[src/logic/irq_ctrl_regs.vh]
// constants for the interrupt control core: register offsets, bit positions, vector, shadow map
// assumes the core uses the names only, while the bench also repeats some figures such as bank 5'h1f
`ifndef IRQ_CTRL_REGS_VH
`define IRQ_CTRL_REGS_VH
`define ADDR_W 4
`define OFS_IRQ_CONTROL 4'h0
`define OFS_SHD_ACC 4'h1
`define OFS_SHD_STATUS 4'h2
`define OFS_SHD_BANK_SEL 4'h3
`define OFS_SHD_PTR_LO 4'h4
`define OFS_SHD_PTR_HI 4'h5
`define OFS_SHD_PCH 4'h6
`define OFS_OPTION 4'h7
`define OFS_CORE_STATE 4'h8
`define SHADOW_BANK 5'h1f
`define IRQ_CONTROL_RESET 8'h00
`define BIT_GLOBAL_EN 7
`define BIT_PERIPH_EN 6
`define BIT_T0IE 5
`define BIT_EXTIE 4
`define BIT_PCIE 3
`define BIT_T0IF 2
`define BIT_EXTIF 1
`define BIT_PCIF 0
`define BIT_EDGE 0
`define BIT_WAKE_EN 1
`define STATUS_KEEP_MASK 8'he7
`define STATUS_TOPD_MASK 8'h18
`define IRQ_VECTOR 15'h0004
`define NOP_CYCLES 2'd2
`endif

[src/logic/irq_ctrl_core.v]
// interrupt control core: control register, external pin edge detect, sleep wake,
// vectoring sequencer and automatic context shadowing.
// assumes the core gives a one-cycle Q1 strobe per instruction cycle, a retire
// strobe at each instruction end and a return strobe when it executes the return.
//
// How it works
// - wake only from clockless sources whose enables were set before sleep.
// - on wake, vector if global enable set, else continue after sleep.
// - the instruction after sleep always executes before vectoring.
// - external pin gives an asynchronous edge request, gated by its enable.
// - edge select one picks rising edge, zero picks falling edge.
// - valid edge sets the pin flag; with both enables it vectors.
// - pin flag may set anywhere across Q4 through following Q1.
// - on entry push return pc and copy five context registers to shadows.
// - saved status excludes the watchdog-timeout and power-down bits.
// - on return the shadows are restored, discarding routine changes.
// - shadows read and write in bank 31; written values get restored.
// - flags set on their condition regardless of any enable.
// - bit 7 is global enable; zero blocks every interrupt.
// - bit 6 is peripheral enable, gating all peripheral requests.
// - bit 5 enables timer0 overflow; bit 2 is its flag.
// - bit 4 enables the external pin interrupt; bit 1 is its flag.
// - bit 3 enables pin change; bit 0 flags any pin change pending.
// - pin change flag read-only, clears when all individual flags cleared.
// - all bits reset to zero; bits 7..1 read-write, bit 0 read-only.
// - taking an irq flushes prefetch, clears global enable, pushes, saves, vectors.
// - return pops, restores context and sets global enable again.
// - latency three or four cycles synchronous, three to five asynchronous.
// - irq arriving while global enable clear stays pending till set.
//
// Local design decisions: strobed register access and the placing of the registers.
`timescale 1ns/1ps
`include "irq_ctrl_regs.vh"
module irq_ctrl_core (
  input wire SYS_CLK,
  input wire RSTN,
  input wire [`ADDR_W-1:0] ADDR,
  input wire [7:0] WDATA,
  input wire WR,
  input wire RD,
  output reg [7:0] RDATA,
  input wire [4:0] BANK,
  input wire EXT_PIN,
  input wire TIMER0_OVF,
  input wire PIN_CHANGE_ANY,
  input wire PERIPH_REQ,
  input wire Q1,
  input wire RETIRE,
  input wire RETURN_EXEC,
  input wire SLEEP_ENTER,
  input wire [14:0] PC_RETURN,
  input wire [7:0] LIVE_ACC,
  input wire [7:0] LIVE_STATUS,
  input wire [7:0] LIVE_BANK_SEL,
  input wire [15:0] LIVE_IND_PTR,
  input wire [7:0] LIVE_PCH,
  output reg ASLEEP,
  output reg WAKE,
  output reg FLUSH,
  output reg FORCE_NOP,
  output reg PUSH,
  output reg [14:0] PUSH_PC,
  output reg POP,
  output reg LOAD_PC,
  output reg [14:0] NEW_PC,
  output reg RESTORE,
  output reg [7:0] RESTORE_ACC,
  output reg [7:0] RESTORE_STATUS,
  output reg [7:0] RESTORE_BANK_SEL,
  output reg [15:0] RESTORE_IND_PTR,
  output reg [7:0] RESTORE_PCH
);
  localparam ST_RUN = 2'd0;
  localparam ST_SLEEP = 2'd1;
  localparam ST_POSTWAKE = 2'd2;
  localparam ST_VECTOR = 2'd3;

  reg [7:0] ctrl;
  reg [1:0] option;
  reg ext_s1, ext_s2, ext_prev;
  reg pc_s1, pc_s2;
  reg [1:0] state;
  reg [1:0] nop_cnt;
  reg [7:0] shd_acc, shd_status, shd_bank_sel, shd_pch;
  reg [15:0] shd_ind_ptr;
  reg [1:0] sleep_en;
  reg take_pending;

  wire shadow_sel = (BANK == `SHADOW_BANK);
  wire wr_ctrl = WR && (ADDR == `OFS_IRQ_CONTROL);
  // pin is async: two flops before the edge detector
  wire ext_rise = ext_s2 && !ext_prev;
  wire ext_fall = !ext_s2 && ext_prev;
  wire ext_edge = option[`BIT_EDGE] ? ext_rise : ext_fall;
  wire global_en = ctrl[`BIT_GLOBAL_EN];
  wire periph_req = ctrl[`BIT_PERIPH_EN] && PERIPH_REQ;
  wire any_req = (ctrl[`BIT_T0IE] && ctrl[`BIT_T0IF]) ||
                 (ctrl[`BIT_EXTIE] && ctrl[`BIT_EXTIF]) ||
                 (ctrl[`BIT_PCIE] && ctrl[`BIT_PCIF]) ||
                 periph_req;
  // wake needs only individual enables; timer0 stops in sleep so it cannot wake
  wire wake_req = (sleep_en[0] && ctrl[`BIT_EXTIE] && ctrl[`BIT_EXTIF]) ||
                  (sleep_en[1] && ctrl[`BIT_PCIE] && ctrl[`BIT_PCIF]) ||
                  periph_req;

  always @(posedge SYS_CLK) begin
    if (!RSTN) begin
      ext_s1 <= 1'b0;
      ext_s2 <= 1'b0;
      ext_prev <= 1'b0;
      pc_s1 <= 1'b0;
      pc_s2 <= 1'b0;
    end else begin
      ext_s1 <= EXT_PIN;
      ext_s2 <= ext_s1;
      ext_prev <= ext_s2;
      pc_s1 <= PIN_CHANGE_ANY;
      pc_s2 <= pc_s1;
    end
  end

  // control register; hardware set wins over a software clear in the same cycle
  always @(posedge SYS_CLK) begin
    if (!RSTN) begin
      ctrl <= `IRQ_CONTROL_RESET;
      option <= 2'b00;
    end else begin
      if (wr_ctrl)
        ctrl[7:1] <= WDATA[7:1];
      if (WR && ADDR == `OFS_OPTION)
        option <= WDATA[1:0];
      // edge flag sets in any cycle, so Q4..Q1 is covered
      if (ext_edge)
        ctrl[`BIT_EXTIF] <= 1'b1;
      if (TIMER0_OVF)
        ctrl[`BIT_T0IF] <= 1'b1;
      ctrl[`BIT_PCIF] <= pc_s2;
      if (state == ST_RUN && Q1 && global_en && any_req)
        ctrl[`BIT_GLOBAL_EN] <= 1'b0;
      else if (RETURN_EXEC && state == ST_RUN)
        ctrl[`BIT_GLOBAL_EN] <= 1'b1;
    end
  end

  // sequencer: sample at Q1, retire the current instruction, then nop slots
  always @(posedge SYS_CLK) begin
    if (!RSTN) begin
      state <= ST_RUN;
      nop_cnt <= 2'd0;
      take_pending <= 1'b0;
      sleep_en <= 2'b00;
      ASLEEP <= 1'b0;
      WAKE <= 1'b0;
      FLUSH <= 1'b0;
      FORCE_NOP <= 1'b0;
      PUSH <= 1'b0;
      PUSH_PC <= 15'h0000;
      LOAD_PC <= 1'b0;
      NEW_PC <= 15'h0000;
      shd_acc <= 8'h00;
      shd_status <= 8'h00;
      shd_bank_sel <= 8'h00;
      shd_ind_ptr <= 16'h0000;
      shd_pch <= 8'h00;
    end else begin
      WAKE <= 1'b0;
      FLUSH <= 1'b0;
      PUSH <= 1'b0;
      LOAD_PC <= 1'b0;
      case (state)
        ST_RUN: begin
          // pending request waits here until global enable returns
          if (Q1 && global_en && any_req) begin
            take_pending <= 1'b1;
          end else if (SLEEP_ENTER) begin
            state <= ST_SLEEP;
            ASLEEP <= 1'b1;
            sleep_en <= {ctrl[`BIT_PCIE], ctrl[`BIT_EXTIE]};
          end
          if (take_pending && RETIRE) begin
            take_pending <= 1'b0;
            state <= ST_VECTOR;
            FLUSH <= 1'b1;
            FORCE_NOP <= 1'b1;
            nop_cnt <= `NOP_CYCLES;
            PUSH <= 1'b1;
            PUSH_PC <= PC_RETURN;
            shd_acc <= LIVE_ACC;
            shd_status <= LIVE_STATUS & `STATUS_KEEP_MASK;
            shd_bank_sel <= LIVE_BANK_SEL;
            shd_ind_ptr <= LIVE_IND_PTR;
            shd_pch <= LIVE_PCH;
          end
        end
        ST_SLEEP: begin
          if (wake_req) begin
            ASLEEP <= 1'b0;
            WAKE <= 1'b1;
            state <= ST_POSTWAKE;
          end
        end
        ST_POSTWAKE: begin
          if (RETIRE) begin
            state <= ST_RUN; // vectors via the run state when gie is set
          end
        end
        default: begin
          if (Q1) begin
            if (nop_cnt == 2'd1) begin
              FORCE_NOP <= 1'b0;
              LOAD_PC <= 1'b1;
              NEW_PC <= `IRQ_VECTOR;
              state <= ST_RUN;
            end
            nop_cnt <= nop_cnt - 2'd1;
          end
        end
      endcase
      // shadow writes from software become the values restored
      if (WR && shadow_sel && state != ST_VECTOR) begin
        case (ADDR)
          `OFS_SHD_ACC: shd_acc <= WDATA;
          `OFS_SHD_STATUS: shd_status <= WDATA & `STATUS_KEEP_MASK;
          `OFS_SHD_BANK_SEL: shd_bank_sel <= WDATA;
          `OFS_SHD_PTR_LO: shd_ind_ptr[7:0] <= WDATA;
          `OFS_SHD_PTR_HI: shd_ind_ptr[15:8] <= WDATA;
          `OFS_SHD_PCH: shd_pch <= WDATA;
          default: ;
        endcase
      end
    end
  end

  // return strobe: pop and restore in one cycle
  always @(posedge SYS_CLK) begin
    if (!RSTN) begin
      POP <= 1'b0;
      RESTORE <= 1'b0;
      RESTORE_ACC <= 8'h00;
      RESTORE_STATUS <= 8'h00;
      RESTORE_BANK_SEL <= 8'h00;
      RESTORE_IND_PTR <= 16'h0000;
      RESTORE_PCH <= 8'h00;
    end else begin
      POP <= RETURN_EXEC;
      RESTORE <= RETURN_EXEC;
      if (RETURN_EXEC) begin
        RESTORE_ACC <= shd_acc;
        // live timeout and power-down bits are kept by the core
        RESTORE_STATUS <= (shd_status & `STATUS_KEEP_MASK) |
                          (LIVE_STATUS & `STATUS_TOPD_MASK);
        RESTORE_BANK_SEL <= shd_bank_sel;
        RESTORE_IND_PTR <= shd_ind_ptr;
        RESTORE_PCH <= shd_pch;
      end
    end
  end

  // read port: data stand one cycle after the strobe, zero otherwise
  always @(posedge SYS_CLK) begin
    if (!RSTN) begin
      RDATA <= 8'h00;
    end else if (RD) begin
      case (ADDR)
        `OFS_IRQ_CONTROL: RDATA <= ctrl;
        `OFS_OPTION: RDATA <= {6'h00, option};
        `OFS_CORE_STATE: RDATA <= {5'h00, take_pending, state};
        `OFS_SHD_ACC: RDATA <= shadow_sel ? shd_acc : 8'h00;
        `OFS_SHD_STATUS: RDATA <= shadow_sel ? shd_status : 8'h00;
        `OFS_SHD_BANK_SEL: RDATA <= shadow_sel ? shd_bank_sel : 8'h00;
        `OFS_SHD_PTR_LO: RDATA <= shadow_sel ? shd_ind_ptr[7:0] : 8'h00;
        `OFS_SHD_PTR_HI: RDATA <= shadow_sel ? shd_ind_ptr[15:8] : 8'h00;
        `OFS_SHD_PCH: RDATA <= shadow_sel ? shd_pch : 8'h00;
        default: RDATA <= 8'h00;
      endcase
    end else begin
      RDATA <= 8'h00;
    end
  end
endmodule

[config.mk]
export PLATFORM = sky130hd
export DESIGN_NAME = irq_ctrl_core
export DESIGN_NICKNAME = d
export VERILOG_FILES = /design/src/logic/irq_ctrl_core.v
export VERILOG_INCLUDE_DIRS = /design/src /design/src/logic
export SDC_FILE = /design/constraint.sdc
export NUM_CORES = 1
export LEC_CHECK = 0
export ABC_AREA = 1
export BUFFER_PORTS_ARGS = -buffer_cell sky130_fd_sc_hd__buf_4
export CAP_MARGIN = 20
export CORE_MARGIN = 1.5
export CORE_UTILIZATION = 40
export CTS_BUF_LIST = sky130_fd_sc_hd__clkbuf_4 sky130_fd_sc_hd__clkbuf_8
export DETAILED_ROUTE_END_ITERATION = 10
export HOLD_SLACK_MARGIN = 0.06
export SLEW_MARGIN = 20
export SYNTH_ARGS = -nofsm -noshare
export SYNTH_HDL_FRONTEND = slang
export SYNTH_SLANG_ARGS = --single-unit
[constraint.sdc]
create_clock -name SYS_CLK -period 1.6 [get_ports SYS_CLK]
set_input_delay 0.32 -clock SYS_CLK [delete_from_list [all_inputs] [get_ports SYS_CLK]]
set_output_delay 0.32 -clock SYS_CLK [all_outputs]
set_load 0.01 [all_outputs]
-- Word-level counts from Yosys, hierarchy flattened
Cells that the tools add are included.
- flip-flop bits (word level): 148
- bits in latches: 0
- bits in writable memories: 0
- memory bits (read-only): 0
- output and inout port bits: 94
- logic and storage cells: 172
- memories kept: 0
- add/subtract/negate cells: 1
- $mul: 0
- divide/modulo/power cells: 0
- $lt $le $gt $ge: 0
- equality and inequality tests: 20
- shift-type cells: 0
- muxes and demuxes: 57
- bitwise operators: 6
- reductions and logical operators: 54
- operator list (operator ; count):
    $mux 8 ; 24
    $pmux 8 s9 ; 1
    $mux 16 ; 3
    $logic_and 1x1->1 ; 21
    $mux 2 ; 9
    $eq 4x3->1 const B ; 4
    $mux 1 ; 15
    $reduce_bool 2->1 ; 7
    $ne 2x2->1 const B ; 5
    $reduce_and 2->1 ; 5
    $reduce_and 3->1 ; 3
    $eq 4x2->1 const B ; 2
    $or 8x5->8 ; 1
    $reduce_and 4->1 ; 2
    $reduce_bool 4->1 ; 2
    $mux 7 ; 1
    $ne 3x2->1 const B ; 2
    $pmux 2 s3 ; 1
    $reduce_and 6->1 ; 1
    $eq 5x5->1 const B ; 1
    $logic_or 1x1->1 ; 5
    $not 1->1 ; 5
    $reduce_or 5->1 ; 1
    $eq 2x1->1 const B ; 2
    12 further kinds ; 15

-- Longest topological paths before layout
- depth after elaboration: 8
- depth in mapped cells: 11
- depth with buffers taken out: 11

-- Worst setup path before layout
OpenSTA, ideal clock, no wires.
- path type: register to register
- start point: register state[0]
- end point: register shd_acc[0]
- data arrival time: 1.407 ns
- required time: 1.530 ns
- setup slack: 0.123 ns
- stages on the path, launching flop included: 9
- period minus slack after synthesis: 1.477 ns
- path through: dfxtp_1 > inv_1 > ha_1 > buf_2 > buf_1 > nand3_1 > nand2_1 > o21ai_0 > a21oi_1
- word-level cells in the longest chain between the ends: 4
- ends and longest elaborated chain (element ; line ; source):
    start, declared ; irq_ctrl_core.v:82 ; reg [1:0] state;
    start signal, assigned ; irq_ctrl_core.v:148 ; state <= ST_RUN;
    start signal, assigned ; irq_ctrl_core.v:176 ; state <= ST_SLEEP;
    start signal, assigned ; irq_ctrl_core.v:182 ; state <= ST_VECTOR;
    $logic_not 2->1 ; irq_ctrl_core.v:170 ; case (state)
    $mux 8 ; irq_ctrl_core.v:170 ;
    $mux 8 ; irq_ctrl_core.v:221 ; case (ADDR)
    $mux 8 (*) ; irq_ctrl_core.v:220 ; if (WR && shadow_sel && state != ST_VECTOR) begin
    end signal, assigned ; irq_ctrl_core.v:160 ; shd_acc <= 8'h00;
    end signal, assigned ; irq_ctrl_core.v:188 ; shd_acc <= LIVE_ACC;
    end signal, assigned ; irq_ctrl_core.v:222 ; `OFS_SHD_ACC: shd_acc <= WDATA;
    end, declared ; irq_ctrl_core.v:84 ; reg [7:0] shd_acc, shd_status, shd_bank_sel, shd_pch;
Every way passes the cells marked *; elsewhere a longest branch is shown, timed or not.
A chain may end at the register's enable or synchronous reset.

-- Final worst setup path
- start point: register state[0]
- end point: register state[1]
- word-level cells in the longest chain between the ends: 3
- ends and longest elaborated chain (element ; line):
    $eq 2x2->1, or another cell as far along ; irq_ctrl_core.v:170
    $reduce_bool 4->1 (no source line), or another cell as far along ; --
    $reduce_and 6->1 (no source line) ; --
Parallel ways exist; a longest one is shown, timed or not.

==> impl_metrics.toml <==
[global_routing]
overflow = 0
grt_max_degree = 59
grt_usage = 0.239
grt_pass1_wl_mm = 32.9
antenna_found_initial = 0
first_global_vias = 6232

[layout]
multi_input_area_sq_mm = 0.00320
area_delta_synth_final_pct = 35.4
n_antenna_cell = 0
nets = 1234
mostFrequentLayoutCells = "nand2_1 (212), buf_4 (197), dfxtp_1 (148), nand3_1 (112), nor2_1 (106)"
drive_gt1_frac = 0.254
fill_cells = 1652
reg.largest.list = "RESTORE_IND_PTR: 16 flops, shd_ind_ptr: 16 flops, PUSH_PC: 15 flops"
seq_area_sq_mm = 0.00296
final_util = 0.552
finalInstanceArea_sq_mm = 0.00912
final_common_cell = "nand2_1"

[floorplan]
io_pins = 186
core_area_sq_mm = 0.0165
row_count = 47
initial_utilization = 0.407
die_h_um = 133
fp.dieW_um = 133
dieArea_sq_mm = 0.0176

[yosys]
ys_types = 30
yosysSeqAreaShare = 0.440
synth_edf_count = 0
syn_inst = 945
synth_area_sq_mm = 0.00673
yosysTopAreaCellShare = 0.440
synth-async-reset-ratio = 0
ys_ff_latch = 148
synth.area.top_cells = "dfxtp_1 (44%), nand2_1 (12%), nand3_1 (8.4%), o21ai_0 (6.8%), nor2_1 (6.0%)"
synth_top_area_cell = "dfxtp_1"
syn_avg_cell_area_sq_um = 7.12
synth_ff_type = "dfxtp_1"
yosysWarnings = 0

[clock_network]
cts.sinks = 148
root_buffer = "clkbuf_8"
h-tree-depth = 4
tritoncts = "built"
clock_latency_ps = 460
clock_path_buffers = 2
numCtsBuffers = 17
clkTransAtPathRegs_ps = 80

[detailed_routing]
drt-total-wl_mm = 20.9
first_pass_iters = 5
num_vias = 6748
routedWlPerCell_um = 15.3
drc = 0
drtIter0Drc = 422
routed_via_density = 4.93
antenna_left = 0

[sta]
hold_slack_ps = 83.6
finalCritPeriodShare = 0.953
rsz0062_at_grt = "false"
clock_skew_ps = 8.74
layout_min_cycle_time_ps = 1530
slew_headroom = 0.638
worst_pin_slew_ps = 543
setup_viol = 0
fmax_ghz = 0.656
finalHoldViolations = 0
drv_slew = 0

[setup_path]
worstPathMaxFanout = 4
startpoint_type = "register"
crit_type = "reg2reg"
end_kind = "register"
critPathRequiredTime_ps = 1990
r2r_start = "state[0]"
cp.arrival_ps = 1920
startpoint = "state[0]"

[placed_design]
gp_congestion = 0.903
place_hpwl_mm = 14.9
port_buffers = 171
placed_area_sq_mm = 0.00835

[hold_path]
min_path_type = "in2reg"
hold_start = "LIVE_STATUS[3]"

[power_and_ir_drop]
switchingPower_uw = 2570
pwr-share-seq = 0.424
power_density_mw_per_mm2 = 1020
internal_power_uw = 6690
clock_power_share = 0.387
switching_share = 0.278
power.static_leakage_uw = 0.00437
combPwrFrac = 0.189
ir_worst_vdd_uv = 459

[run]
max_cap_violations = 0

[outcome]
status = "finished clean"
==> cell type report <==
| type | instances | share of cell area |
|---|---|---|
| multi-input cells | 676 | 0.351 |
| flip-flops and latches | 148 | 0.325 |
| repair buffers | 232 | 0.215 |
| well taps | 220 | 0.0302 |
| clock buffers | 20 | 0.0288 |
| inverters | 61 | 0.0251 |
| clock inverters | 12 | 0.0248 |
==> layer usage <==
metal / GRT usage / vias to the layer above / share of wire
met5: 0 / - / 0
met4: 0.0653 / 0 / 0.012
met3: 0.0517 / 21 / 0.062
met2: 0.383 / 217 / 0.46
met1: 0.325 / 3073 / 0.47
li1: - / 3437 / -
==> per-stage QoR <==
step / setup TNS (ps) / cells / total power (uW) / setup slack [ps]
final: 0 / 1369 / 9260 / 75.0
after detailed placement: -102 / 1314 / 5640 / -17.9
after CTS: 0 / 1365 / 9230 / 17.9
after floorplan: 0 / 958 / 4910 / 123
after global routing: 0 / 1369 / 9660 / 1.33
after global placement: 0 / 1314 / 5630 / 16.8
==> worst max-delay path, stage by stage (launching register included) <==
cell and delay (ps):
dfxtp_1 360, inv_1 90, buf_4 160, ha_1 210
nand2_1 70, nand2_1 50, nor2_1 150, nand3_2 120
and2_1 160, nor2_1 90
==> cells in the mapped netlist (all sizes together) (2+ instances only) <==
master / number
nand3: 113
inv: 61
nand4: 2
ha: 6
nor3b: 2
buf: 47
o2bb2ai: 2
o21ai: 114
nor2: 121
nand2: 221
dfxtp: 148
a21oi: 76
clkbuf: 26
==> path summary, 6_finish.rpt <==
path                       endpoint  slack, ps  cells after the start
setup / recovery           state[1]         70                      9
hold / removal    RESTORE_STATUS[3]         80                      3
setup reg to reg           state[1]         70                      9
hold reg to reg              ext_s2        420                      2
==> power by group through the flow <==
stage / Clock [uW] / Sequential (uW) / Combinational (uW)
floorplan: 0 / 4040 / 869
global placement: 0 / 4010 / 1620
detailed placement: 0 / 4020 / 1620
CTS: 3640 / 3930 / 1670
global route: 3790 / 3950 / 1920
finish: 3580 / 3930 / 1750
==> timing repair <==
item | in CTS | in global routing
endpoints found under the hold margin | 18 | 0
gates resized for setup | 1 | 11
endpoints found under the setup margin | 7 | 43
hold buffers | 18 | 0
pin swaps | 1 | 5
buffers inserted | 1 | 4
==> kinds of logic (layout without fill, tap and decap cells) <==
family,after synthesis,count (layout),share of synthesized area
simple gates,461,461,0.298
compound gates,195,195,0.153
flops,148,148,0.440
buf+inv,134,325,0.0974
fa+ha+maj,6,6,0.0112
other cells,1,14,0.000557
(Power assumes the default switching activity.)
